==> src/verilog/ivm_pkg_arbiter.sv <==
`timescale 1ns/10ps
// ----------------------------------------------------------------------------
// Shared constants, types and helpers
// ----------------------------------------------------------------------------
package ivm_pkg;
   // Vector table geometry
   localparam int          VEC_COUNT     = 48;
   localparam int          VEC_W         = 6;
   localparam int          LINE_COUNT    = 32;
   localparam int          ADDR_W        = 32;
   localparam int          WORD_SHIFT    = 2;
   // Fixed vector slots
   localparam logic [5:0]  VEC_SP        = 6'h00;
   localparam logic [5:0]  VEC_RESET     = 6'h01;
   localparam logic [5:0]  VEC_NMI       = 6'h02;
   localparam logic [5:0]  VEC_HARD      = 6'h03;
   localparam logic [5:0]  VEC_SVC       = 6'h0B;
   localparam logic [5:0]  VEC_PENDABLE_SERVICE_REQUEST    = 6'h0E;
   localparam logic [5:0]  VEC_SYSTEM_TICK_EXCEPTION   = 6'h0F;
   localparam logic [5:0]  VEC_EXT_BASE  = 6'h10;
   localparam int          LINE_RESERVED = 19;
   // Internal urgency code: smaller is more urgent
   localparam logic [2:0]  LVL_RESET     = 3'h0;
   localparam logic [2:0]  LVL_NMI       = 3'h1;
   localparam logic [2:0]  LVL_HARD      = 3'h2;
   localparam logic [2:0]  LVL_CFG_BASE  = 3'h3;
   localparam logic [2:0]  LVL_NONE      = 3'h7;
   localparam logic [1:0]  PRIO_RESET    = 2'h0;
   // Nesting stack
   localparam int          STACK_DEPTH   = 8;
   localparam int          SP_W          = 4;

   typedef enum logic [1:0] {
      ST_BOOT_SP,
      ST_BOOT_RST,
      ST_IDLE,
      ST_FETCH
   } ivm_state_e;

   typedef logic [2:0] ivm_lvl_t;

   // Byte address of a vector slot: one word per slot from zero
   function automatic logic [31:0] ivm_vec_addr(input logic [5:0] vec);
      ivm_vec_addr = {24'h000000, vec, 2'h0};
   endfunction

   // Slots whose urgency software may set
   function automatic logic ivm_is_cfg(input logic [5:0] vec);
      ivm_is_cfg = (vec == VEC_SVC) || (vec == VEC_PENDABLE_SERVICE_REQUEST) || (vec == VEC_SYSTEM_TICK_EXCEPTION)
                   || ((vec >= VEC_EXT_BASE) && (vec < 6'(VEC_COUNT)));
   endfunction
endpackage

// ----------------------------------------------------------------------------
// Picks the most urgent candidate; lowest slot wins a tie
// ----------------------------------------------------------------------------
module ivm_arbiter
   import ivm_pkg::*;
(
   input  wire logic [VEC_COUNT-1:0][2:0] cand_lvl,
   output      logic [5:0]                win_vec,
   output      logic [2:0]                win_lvl
);
   // Strict less-than keeps the earlier (lower numbered) slot on a tie
   always_comb begin
      win_vec = VEC_SP;
      win_lvl = LVL_NONE;
      for (int i = 0; i < VEC_COUNT; i++) begin
         if (cand_lvl[i] < win_lvl) begin
            win_lvl = cand_lvl[i];
            win_vec = 6'(i);
         end
      end
   end
endmodule
==> src/verilog/ivm_core.sv <==
`timescale 1ns/10ps
module ivm_core
   import ivm_pkg::*;
(
   input  wire logic        clk,
   input  wire logic        rst,
   input  wire logic        ce,
   // Peripheral request sources, levels held until software clears them
   input  wire logic        watchdog_window_req,
   input  wire logic        watchdog_indep_req,
   input  wire logic        low_voltage_detect_request,
   input  wire logic        rtc_req,
   input  wire logic        flash_ctrl_req,
   input  wire logic        ram_ctrl_req,
   input  wire logic        fast_external_crystal_start_fail,
   input  wire logic        slow_external_crystal_start_fail,
   input  wire logic        slow_internal_oscillator_stable,
   input  wire logic        slow_external_crystal_stable,
   input  wire logic        fast_internal_oscillator_stable,
   input  wire logic        fast_external_crystal_stable,
   input  wire logic        gpio_a_req,
   input  wire logic        gpio_b_req,
   input  wire logic        gpio_c_req,
   input  wire logic        gpio_d_req,
   input  wire logic        gpio_f_req,
   input  wire logic        dma_ch1_req,
   input  wire logic        dma_ch2_req,
   input  wire logic        dma_ch3_req,
   input  wire logic        dma_ch4_req,
   input  wire logic        adc_req,
   input  wire logic        advanced_timer_request,
   input  wire logic        voltage_comparator_one_request,
   input  wire logic        voltage_comparator_two_request,
   input  wire logic        general_timer_one_request,
   input  wire logic        general_timer_two_request,
   input  wire logic        general_timer_three_request,
   input  wire logic        basic_timer_one_request,
   input  wire logic        basic_timer_two_request,
   input  wire logic        low_power_timer_request,
   input  wire logic        basic_timer_three_request,
   input  wire logic        i2c_one_req,
   input  wire logic        i2c_two_req,
   input  wire logic        spi_one_req,
   input  wire logic        spi_two_req,
   input  wire logic        uart_one_req,
   input  wire logic        uart_two_req,
   input  wire logic        uart_three_req,
   input  wire logic        oscillator_trim_request,
   input  wire logic        lcd_req,
   input  wire logic        fast_external_crystal_run_fail,
   input  wire logic        slow_external_crystal_run_fail,
   // Core exception requests, one-cycle pulses
   input  wire logic        hard_error_exception,
   input  wire logic        supervisor_call_exception,
   input  wire logic        pendable_service_request,
   input  wire logic        system_tick_exception,
   // Urgency setting port
   input  wire logic        prio_wr,
   input  wire logic [5:0]  prio_wr_vec,
   input  wire logic [1:0]  prio_wr_level,
   // Handler return, one-cycle pulse
   input  wire logic        handler_done,
   // Vector table read port
   input  wire logic        vec_rvalid,
   input  wire logic [31:0] vec_rdata,
   output      logic        vec_rd_r,
   output      logic [31:0] vec_addr_r,
   // Results towards the core
   output      logic [31:0] main_stack_pointer_r,
   output      logic        main_stack_pointer_valid_r,
   output      logic [31:0] service_routine_r,
   output      logic        service_routine_valid_r,
   output      logic [5:0]  service_routine_vec_r,
   output      logic [2:0]  active_level_r,
   output      logic        nmi_req_r,
   output      logic [31:0] irq_line_r
);
   // -------------------------------------------------------------------------
   // State
   // -------------------------------------------------------------------------
   typedef struct packed {
      ivm_state_e                      st;
      logic [LINE_COUNT-1:0]           line;
      logic                            pend_hard;
      logic                            pend_svc;
      logic                            pend_pendable_service_request;
      logic                            pend_tick;
      logic [VEC_COUNT-1:0][1:0]       prio;
      logic [STACK_DEPTH-1:0][2:0]     stk;
      logic [SP_W-1:0]                 sp;
      logic                            rd;
      logic [31:0]                     addr;
      logic [5:0]                      fvec;
      logic [2:0]                      flvl;
      logic [31:0]                     main_stack_pointer;
      logic                            msp_valid;
      logic [31:0]                     handler;
      logic                            hvalid;
      logic [5:0]                      hvec;
      logic [2:0]                      act;
      logic                            nmi;
   } ivm_state_s;

   ivm_state_s                  s_r;
   ivm_state_s                  s_nxt;
   logic [LINE_COUNT-1:0]       raw_line;
   logic [VEC_COUNT-1:0][2:0]   cand_lvl;
   logic [5:0]                  win_vec;
   logic [2:0]                  win_lvl;
   logic [2:0]                  cur_lvl;

   // -------------------------------------------------------------------------
   // Source to line mapping
   // -------------------------------------------------------------------------
   // Shared lines OR their sources; software must poll flags to tell them apart
   always_comb begin
      raw_line      = '0;
      raw_line[0]   = watchdog_window_req | watchdog_indep_req;
      raw_line[1]   = low_voltage_detect_request;
      raw_line[2]   = rtc_req;
      raw_line[3]   = flash_ctrl_req | ram_ctrl_req;
      raw_line[4]   = fast_external_crystal_start_fail
                      | slow_external_crystal_start_fail
                      | slow_internal_oscillator_stable
                      | slow_external_crystal_stable
                      | fast_internal_oscillator_stable
                      | fast_external_crystal_stable;
      raw_line[5]   = gpio_a_req;
      raw_line[6]   = gpio_b_req;
      raw_line[7]   = gpio_c_req | gpio_d_req;
      raw_line[8]   = gpio_f_req;
      raw_line[9]   = dma_ch1_req;
      raw_line[10]  = dma_ch2_req | dma_ch3_req;
      raw_line[11]  = dma_ch4_req;
      raw_line[12]  = adc_req;
      raw_line[13]  = advanced_timer_request;
      raw_line[14]  = voltage_comparator_one_request;
      raw_line[15]  = voltage_comparator_two_request;
      raw_line[16]  = general_timer_one_request;
      raw_line[17]  = general_timer_two_request;
      raw_line[18]  = general_timer_three_request;
      raw_line[LINE_RESERVED] = 1'b0;
      raw_line[20]  = basic_timer_one_request;
      raw_line[21]  = basic_timer_two_request | low_power_timer_request;
      raw_line[22]  = basic_timer_three_request;
      raw_line[23]  = i2c_one_req;
      raw_line[24]  = i2c_two_req;
      raw_line[25]  = spi_one_req;
      raw_line[26]  = spi_two_req;
      raw_line[27]  = uart_one_req;
      raw_line[28]  = uart_two_req;
      raw_line[29]  = uart_three_req;
      raw_line[30]  = oscillator_trim_request | lcd_req;
      raw_line[31]  = fast_external_crystal_run_fail
                      | slow_external_crystal_run_fail;
   end

   // -------------------------------------------------------------------------
   // Candidate urgencies per slot
   // -------------------------------------------------------------------------
   // Fixed slots carry codes below every settable level, so nothing outranks them
   always_comb begin
      cand_lvl = '{default: LVL_NONE};
      for (int i = 0; i < LINE_COUNT; i++) begin
         if (s_r.line[i]) begin
            cand_lvl[i + VEC_COUNT - LINE_COUNT] =
               LVL_CFG_BASE + {1'b0, s_r.prio[i + VEC_COUNT - LINE_COUNT]};
         end
      end
      if (s_r.pend_hard) begin
         cand_lvl[VEC_HARD] = LVL_HARD;
      end
      if (s_r.pend_svc) begin
         cand_lvl[VEC_SVC] = LVL_CFG_BASE + {1'b0, s_r.prio[VEC_SVC]};
      end
      if (s_r.pend_pendable_service_request) begin
         cand_lvl[VEC_PENDABLE_SERVICE_REQUEST] = LVL_CFG_BASE + {1'b0, s_r.prio[VEC_PENDABLE_SERVICE_REQUEST]};
      end
      if (s_r.pend_tick) begin
         cand_lvl[VEC_SYSTEM_TICK_EXCEPTION] = LVL_CFG_BASE + {1'b0, s_r.prio[VEC_SYSTEM_TICK_EXCEPTION]};
      end
   end

   // Lowest slot wins among equals
   ivm_arbiter u_arb (
      .cand_lvl (cand_lvl),
      .win_vec  (win_vec),
      .win_lvl  (win_lvl)
   );

   // Urgency of whatever runs now; none when the stack is empty
   assign cur_lvl = s_r.act;

   // -------------------------------------------------------------------------
   // Next state
   // -------------------------------------------------------------------------
   always_comb begin
      logic [SP_W-1:0] sp_v;
      logic            clr_hard;
      logic            clr_svc;
      logic            clr_pendable_service_request;
      logic            clr_tick;
      sp_v       = s_r.sp;
      clr_hard   = 1'b0;
      clr_svc    = 1'b0;
      clr_pendable_service_request = 1'b0;
      clr_tick   = 1'b0;
      s_nxt           = s_r;
      s_nxt.hvalid    = 1'b0;
      s_nxt.nmi       = 1'b0;
      s_nxt.line      = raw_line;

      // Settable urgencies only land on slots that allow it
      if (prio_wr && ivm_is_cfg(prio_wr_vec)) begin
         s_nxt.prio[prio_wr_vec] = prio_wr_level;
      end

      // Return from a handler pops one nesting level
      if (handler_done && (sp_v != '0)) begin
         sp_v = sp_v - 4'h1;
      end

      unique case (s_r.st)
         ST_BOOT_SP: begin
            if (vec_rvalid) begin
               s_nxt.main_stack_pointer       = vec_rdata;
               s_nxt.msp_valid = 1'b1;
               s_nxt.addr      = ivm_vec_addr(VEC_RESET);
               s_nxt.st        = ST_BOOT_RST;
            end
         end
         ST_BOOT_RST: begin
            if (vec_rvalid) begin
               s_nxt.rd      = 1'b0;
               s_nxt.handler = vec_rdata;
               s_nxt.hvalid  = 1'b1;
               s_nxt.hvec    = VEC_RESET;
               s_nxt.st      = ST_IDLE;
            end
         end
         ST_IDLE: begin
            // Only a strictly more urgent request preempts
            if (win_lvl < cur_lvl) begin
               s_nxt.rd   = 1'b1;
               s_nxt.addr = ivm_vec_addr(win_vec);
               s_nxt.fvec = win_vec;
               s_nxt.flvl = win_lvl;
               s_nxt.st   = ST_FETCH;
            end
         end
         ST_FETCH: begin
            // Handler address comes from the table before entry
            if (vec_rvalid) begin
               s_nxt.rd      = 1'b0;
               s_nxt.handler = vec_rdata;
               s_nxt.hvalid  = 1'b1;
               s_nxt.hvec    = s_r.fvec;
               s_nxt.stk[sp_v[2:0]] = s_r.flvl;
               sp_v          = sp_v + 4'h1;
               clr_hard      = (s_r.fvec == VEC_HARD);
               clr_svc       = (s_r.fvec == VEC_SVC);
               clr_pendable_service_request    = (s_r.fvec == VEC_PENDABLE_SERVICE_REQUEST);
               clr_tick      = (s_r.fvec == VEC_SYSTEM_TICK_EXCEPTION);
               s_nxt.st      = ST_IDLE;
            end
         end
      endcase

      // A new pulse in the clearing cycle is kept
      s_nxt.pend_hard   = (s_r.pend_hard & ~clr_hard) | hard_error_exception;
      s_nxt.pend_svc    = (s_r.pend_svc & ~clr_svc) | supervisor_call_exception;
      s_nxt.pend_pendable_service_request = (s_r.pend_pendable_service_request & ~clr_pendable_service_request) | pendable_service_request;
      s_nxt.pend_tick   = (s_r.pend_tick & ~clr_tick) | system_tick_exception;

      s_nxt.sp  = sp_v;
      s_nxt.act = (sp_v == '0) ? LVL_NONE : s_nxt.stk[3'(sp_v - 4'h1)];
   end

   // -------------------------------------------------------------------------
   // State register
   // -------------------------------------------------------------------------
   // Boot starts straight away with a stack pointer read from slot zero
   always_ff @(posedge clk or posedge rst) begin
      if (rst) begin
         s_r           <= '0;
         s_r.st        <= ST_BOOT_SP;
         s_r.prio      <= '{default: PRIO_RESET};
         s_r.rd        <= 1'b1;
         s_r.addr      <= 32'h00000000;
         s_r.act       <= LVL_NONE;
         s_r.flvl      <= LVL_NONE;
      end else if (ce) begin
         s_r <= s_nxt;
      end
   end

   // -------------------------------------------------------------------------
   // Outputs
   // -------------------------------------------------------------------------
   assign vec_rd_r                   = s_r.rd;
   assign vec_addr_r                 = s_r.addr;
   assign main_stack_pointer_r       = s_r.main_stack_pointer;
   assign main_stack_pointer_valid_r = s_r.msp_valid;
   assign service_routine_r          = s_r.handler;
   assign service_routine_valid_r    = s_r.hvalid;
   assign service_routine_vec_r      = s_r.hvec;
   assign active_level_r             = s_r.act;
   assign nmi_req_r                  = s_r.nmi;
   assign irq_line_r                 = s_r.line;
endmodule

==> config.mk <==
export PLATFORM = sky130hd
export DESIGN_NAME = ivm_core
export DESIGN_NICKNAME = d
export VERILOG_FILES = /design/src/verilog/ivm_pkg_arbiter.sv /design/src/verilog/ivm_core.sv
export SDC_FILE = /design/constraint.sdc
export NUM_CORES = 1
export LEC_CHECK = 0
export ABC_AREA = 0
export BUFFER_PORTS_ARGS = -buffer_cell sky130_fd_sc_hd__buf_2
export CAP_MARGIN = 20
export CORE_MARGIN = 8
export CORE_UTILIZATION = 50
export CTS_BUF_LIST = sky130_fd_sc_hd__clkbuf_8
export DETAILED_ROUTE_END_ITERATION = 6
export PLACE_DENSITY_LB_ADDON = 0.15
export SYNTH_ARGS = -nofsm -noshare
export SYNTH_HDL_FRONTEND = slang
export SYNTH_SLANG_ARGS = --single-unit
==> constraint.sdc <==
create_clock -name clk -period 123.1 [get_ports clk]
set_clock_uncertainty 0.1 [all_clocks]
set_input_delay 12.31 -clock clk [delete_from_list [all_inputs] [get_ports clk]]
set_output_delay 12.31 -clock clk [all_outputs]
set_load 0.02 [all_outputs]
-- Word level (Yosys, flattened, before mapping)
Cells that the tools add are included.
- logic and storage cells: 383
- input port bits: 93
- output and inout bits: 141
- register bits after elaboration: 278
- $add $sub $neg: 37
- reductions and logical operators: 22
- muxes and demuxes: 159
- order comparisons: 53
- bitwise operators: 24
- equality and inequality tests: 15
- operator list (kind ; count):
    $mux W3 ; 87
    $lt A3 B3 Y1 ; 35
    $add A2 B2 Y3 const A ; 34
    $bwmux W96 ; 1
    $mux W6 ; 16
    $mux W5 ; 16
    $mux W39 ; 2
    $pmux W39 S2 ; 1
    $pmux W32 S2 ; 1
    $mux W24 ; 2
    $mux W4 ; 11
    $mux W42 ; 1
    $eq A6 B4 Y1 const B ; 6
    $mux W32 ; 1
    $lt A3 B3 Y1 const A ; 10
    $bwmux W24 ; 1
    $or A1 B1 Y1 ; 16
    $reduce_and A4 Y1 ; 4
    $demux W2 S6 ; 1
    $mux W2 ; 5
    $bmux W3 S3 ; 1
    $demux W3 S3 ; 1
    $mux W1 ; 9
    $lt A3 B4 Y1 const B ; 2
    27 further kinds ; 46

-- Depth between registers and ports, before layout
- depth in word-level cells: 94
- depth in mapped cells: 236
- mapped depth without buffers: 234

-- Modules after synthesis
Synthesis repeated with hierarchy kept, for this count alone.
- cells, all modules: 2099
- area total of the unflattened synthesis: 17933.4 µm²
- modules (own cells, without submodules) (module ; area each (µm²) ; instances ; cells each ; sequential area each (µm²)):
    ivm_core ; 11503.5 ; 1 ; 1146 ; 5614.1
    ivm_arbiter ; 6429.9 ; 1 ; 953 ; 0.0

-- Least setup slack after synthesis
OpenSTA, ideal clock, no wires.
- kind: register to register
- from: reg s_r[168] (netlist bit)
- to: reg s_r[79] (netlist bit)
- clock period less this slack: 40.040 ns
- library setup time: 0.124 ns
- data arrival time: 39.816 ns
- cell stages (with the launch flop): 222
- data required time: 122.876 ns
- path buffers: 1
- setup slack: 83.060 ns
- cell sequence: dfrtp_1 > inv_1 > ha_1 > a21oi_1 > inv_1 > ha_1 > nand3b_4 > o32ai_2 > mux2i_1 > ha_1 > o21bai_1 > nor2b_1 > a21o_1 > mux2_2 > ha_1 > o21ba_2 > nor2_1 > a41o_1 > [... 186 more ...] > ha_1 > nor2_1 > o21bai_1 > o41a_1 > a21oi_1 > a31oi_4 > ha_1 > o41ai_2 > nand2_1 > o21ai_2 > ha_1 > or2_2 > a21oi_1 > a21oi_1 > or3_1 > buf_2 > or3_1 > a21boi_1
- word-level cells in the longest chain between the ends: 78
- elaborated cells between the ends (all ways): 115
- classes of those cells: add/sub (1); order compare (38); mux (75); reduce/logical (1)
- ends and longest elaborated chain (what ; line ; source):
    start: declaration ; ivm_core.sv:104 ; ivm_state_s s_r;
    start signal: assignment ; ivm_core.sv:293 ; s_r <= s_nxt;
    $add A2 B2 Y3 * ; ivm_core.sv:174 ; cand_lvl[VEC_SVC] = LVL_CFG_BASE + {1'b0, s_r.prio[VEC_SVC]};
    $mux W3 * ; ivm_core.sv:173 ; if (s_r.pend_svc) begin
    $lt A3 B3 Y1 ; ivm_pkg_arbiter.sv:69 ; if (cand_lvl[i] < win_lvl) begin
    $mux W3 * ; ivm_pkg_arbiter.sv:69 ;
    $lt A3 B3 Y1 ; ivm_pkg_arbiter.sv:69 ;
    $mux W3 * ; ivm_pkg_arbiter.sv:69 ;
    $lt A3 B3 Y1 ; ivm_pkg_arbiter.sv:69 ;
    $mux W3 * ; ivm_pkg_arbiter.sv:69 ;
    [... 63 more ...] ; -- ;
    $mux W3 * ; ivm_pkg_arbiter.sv:69 ;
    $lt A3 B3 Y1 ; ivm_pkg_arbiter.sv:69 ;
    $mux W3 * ; ivm_pkg_arbiter.sv:69 ;
    $lt A3 B3 Y1 ; ivm_pkg_arbiter.sv:69 ;
    $mux W3 * ; ivm_pkg_arbiter.sv:69 ;
    named net u_arb.win_lvl[1] ; ivm_pkg_arbiter.sv:62 ; output logic [2:0] win_lvl
    $lt A3 B3 Y1 * ; ivm_core.sv:243 ; if (win_lvl < cur_lvl) begin
    $reduce_and A3 Y1 (no line) * ; -- ;
The timed path passes the listed nets; every way through them passes the cells marked *.
A chain may end at the register's enable or synchronous reset.

-- Final worst setup path
Ends and elaborated chain as after synthesis.

==> summary.md <==
| Metric | Value |
|---|---|
| RSZ-0062 raised after global routing | `false` |
| Most frequent cells in the layout | `230 x nand2_1, 217 x dfrtp_1, 205 x buf_2, 182 x inv_1` |
| CP max FO | `19` |
| Pins Over Slew Limit | `0` |
| Routed Antenna Nets | `0` |
| Period utilisation layout | `roughly 38%` |
| Dpl hpwl | `~31000 um` |
| Endpoints failing setup | `0` |
| Util after Layout | `a little over half` |
| Total Nets Final | `between 2000 and 2500` |
| Critical setup path kind | `flop to flop` |
| Reg2reg start | `s_r[168]` |
| Post-synth EDFFs | `0` |
| N_diodes | `0` |
| Max VDD drop | `~0.0094 mV` |
| CTS tree | `yes` |
| GPL Wtd Cong | `about 0.91` |
| Hold path depth | `2` |
| Commonest non-fill, non-tap cell in the layout | `nand2_1` |
| Clock Power Share | `between 20% and 30%` |
| Slowest-stage cell, CP | `or4b_2` |
| Worst rel slew slack | `36.6%` |
| # rows | `66` |
| Maxcap violations | `0` |
| Min cycle time layout | `46.63 ns` |
| Register bit count reported by yosys | `224` |
| Register area share after synthesis | `between 30% and 40%` |
| Final hold vios | `0` |
| DRT Wirelength | `about 41000 um` |
| Clock tree buffer depth | `3` |
| P_int | `around 0.19 mW` |
| GRT Resource Usage Total | `slightly above 20%` |
| TritonCTS Buffers | `40` |
| Cell area power density | `between 15 and 20 mW/mm^2` |
| Placement-stage cell area | `around 0.017 mm^2` |
| Largest net degree at the start of global routing | `between 80 and 90` |
| Root Buffer | `clkbuf_8` |
| Die footprint | `0.0384 mm^2` |
| FFs w/ async S/R, synth | `100%` |
| Worst endpoint data arrival time | `around 47 ns` |
| Grt total ovfl | `0` |
| Area of the multi-input gates | `about 0.0089 mm^2` |
| CP endpoint kind | `flop` |
| Postcts setup bufs | `0` |
| Lkg Pwr | `about 8.7 nW` |
| Req. time, crit path | `123.41 ns` |
| Average cell area after synthesis | `around 9 um^2` |
| Final std cells w/o fill | `between 2000 and 2500` |
| Worst Hold Launch | `vec_rd_r` |
| Worst slew pin tran | `0.951 ns` |
| WL/cell | `approximately 17 um` |
| Clock H-tree levels | `2` |
| Worst path max stage delay | `just over 0.7 ns` |
| Hold Slack | `0.358 ns` |
| Post-CTS Resized | `0` |
| Yosys warns | `0` |
| Ports | `approximately 230` |
| Sw Pwr | `approximately 0.12 mW` |
| Die X-Extent | `between 150 and 200 um` |
| F_max | `between 20 and 25 MHz` |
| Synthesized area | `about 0.016 mm^2` |
| R2R cell count | `between 200 and 250` |
| Clock sinks | `approximately 220` |
| Clock latency at the later pin of the worst-skew pair | `~0.56 ns` |
| Starting Density | `between 50% and 60%` |
| CORE AREA | `0.0322 mm^2` |
| First-pass detailed-route iteration total | `5` |
| Seq pwr share | `about a third` |
| Synth unique cells | `about 100` |
| Fillers | `2931` |
| Final instance area | `around 0.018 mm^2` |
| DRT iter0 DRCs | `between 700 and 800` |
| TNS Setup | `0 ns` |
| Syn Inst Count | `about 1800` |
| Combinational Power Share | `39.2%` |
| Critical path startpoint category | `flop` |
| FF-to-FF End | `s_r[79]` |
| Vias post-DR | `12977` |
| Sw Share | `38.6%` |
| R2R Setup Slk | `between 70 and 80 ns` |
| Vias in the first global route | `approximately 13000` |
| Post-CTS Hold Buffers | `0` |
| DRC Markers | `0` |
| Vias per cell | `5.49` |
| Top_reg_cell synth | `dfrtp_1` |
| Vert. Die Dim | `a little under 200 um` |
| Status | `finished clean` |
| Worst path most repeated cell | `ha_1` |
| Initial antenna violation count | `1` |
| Cell count after placement | `2289` |
| Hold EP | `vec_rd_r` |
| Share of cells above drive strength 1 | `23.8%` |
| Delay-heaviest family, CP | `compound AO/OA/AOI/OAI gates` |
| First-pass GRT wire length | `~66000 um` |
| Worst Path Buf+Inv | `13` |
| Area growth from synthesis to layout | `9.22%` |
| Hold Crit Class | `flop to flop` |
| Seq. cell area | `roughly 0.0056 mm^2` |
| Port bufs | `a little over 200` |
| CTS clk-pin slew, worst paths | `about 0.060 ns` |
cells by family (layout without fill, tap and decap cells):
logic type	count (synthesis)	after routing	synth area share (%)
mux	137	137	9.46
flops	224	224	34.6
fa+ha+maj	141	141	10.9
simple gates	553	553	15.6
other cells	1	28	0.0231
xor+xnor	4	4	0.216
compound gates	411	411	17.9
buf+inv	347	457	11.2
state kept, by name, summed over array words and instances, names as in the netlist:
name,count
active_level_r,3
irq_line_r,31
main_stack_pointer_r,32
main_stack_pointer_valid_r,1
s_r,111
service_routine_r,32
service_routine_valid_r,1
service_routine_vec_r,6
vec_addr_r,6
vec_rd_r,1
synthesized netlist by cell type (all sizes together) (9+ instances only):
cell type | count | area (um^2)
nor2b | 27 | 169
buf | 148 | 1080
a21oi | 83 | 419
ha | 141 | 1760
mux2 | 130 | 1460
a21o | 21 | 158
nand2b | 15 | 93.8
and2 | 21 | 134
dfrtp | 217 | 5430
o21ba | 10 | 100
nand3 | 27 | 135
or2 | 11 | 68.8
nor3 | 30 | 155
clkbuf | 25 | 93.8
o21bai | 24 | 180
or3 | 11 | 68.8
o22ai | 12 | 75.1
nor2 | 142 | 536
o21ai | 113 | 577
inv | 174 | 653
nand2 | 230 | 863
o21a | 9 | 67.6
o211ai | 13 | 103
a31oi | 14 | 118
worst reg2reg max path, delay by kind of cell, from the launching register on:
| kind | cells | cell delay [ns] |
|---|---|---|
| buffers and inverters | 13 | 1.09 |
| AO/OA/AOI/OAI | 95 | 19.81 |
| multiplexers | 10 | 3.21 |
| AND/OR/NAND/NOR | 66 | 13.21 |
| flip-flops | 1 | 0.34 |
| adder cells (fa/ha/maj) | 35 | 8.79 |
through the flow:
| step | power (mW) | setup slack (ns) |
|---|---|---|
| floorplan | 0.213 | 83.06 |
| global placement | 0.228 | 78.32 |
| detailed placement | 0.231 | 77.24 |
| CTS | 0.314 | 77.05 |
| global route | 0.332 | 72.42 |
| finish | 0.311 | 76.47 |
power by group through the flow:
stage / sequential (mW) / combinational, mW / clock [mW]
floorplan: 0.105 / 0.108 / 0
global placement: 0.108 / 0.120 / 0
detailed placement: 0.109 / 0.122 / 0
CTS: 0.108 / 0.122 / 0.0839
global route: 0.110 / 0.135 / 0.0868
finish: 0.108 / 0.122 / 0.0812
layer usage:
layer | track usage, % | routed length [um] | vias to the layer above
met2 | 33.7 | 18200 | 404
met1 | 27.3 | 18700 | 6112
li1 | - | - | 6377
met4 | 6.71 | 1250 | 2
met5 | 0 | 13 | -
met3 | 4.34 | 2800 | 82
worst max-delay path by stage:
stage,from,endpoint,cells past startpoint
global route,s_r[168],s_r[79],219
finish,s_r[168],s_r[79],219
floorplan,s_r[168],s_r[79],221
detailed placement,s_r[168],s_r[79],219
CTS,s_r[168],s_r[79],219
global placement,s_r[168],s_r[79],219
cell type report:
| cell class | count | area share [%] |
|---|---|---|
| clock buffers | 48 | 3.73 |
| clock inverters | 24 | 1.60 |
| inverters | 174 | 3.73 |
| multi-input cells | 1274 | 50.2 |
| flip-flops and latches | 224 | 31.7 |
| well taps | 408 | 2.88 |
| repair buffers | 211 | 6.16 |
(Power assumes the default switching activity.)
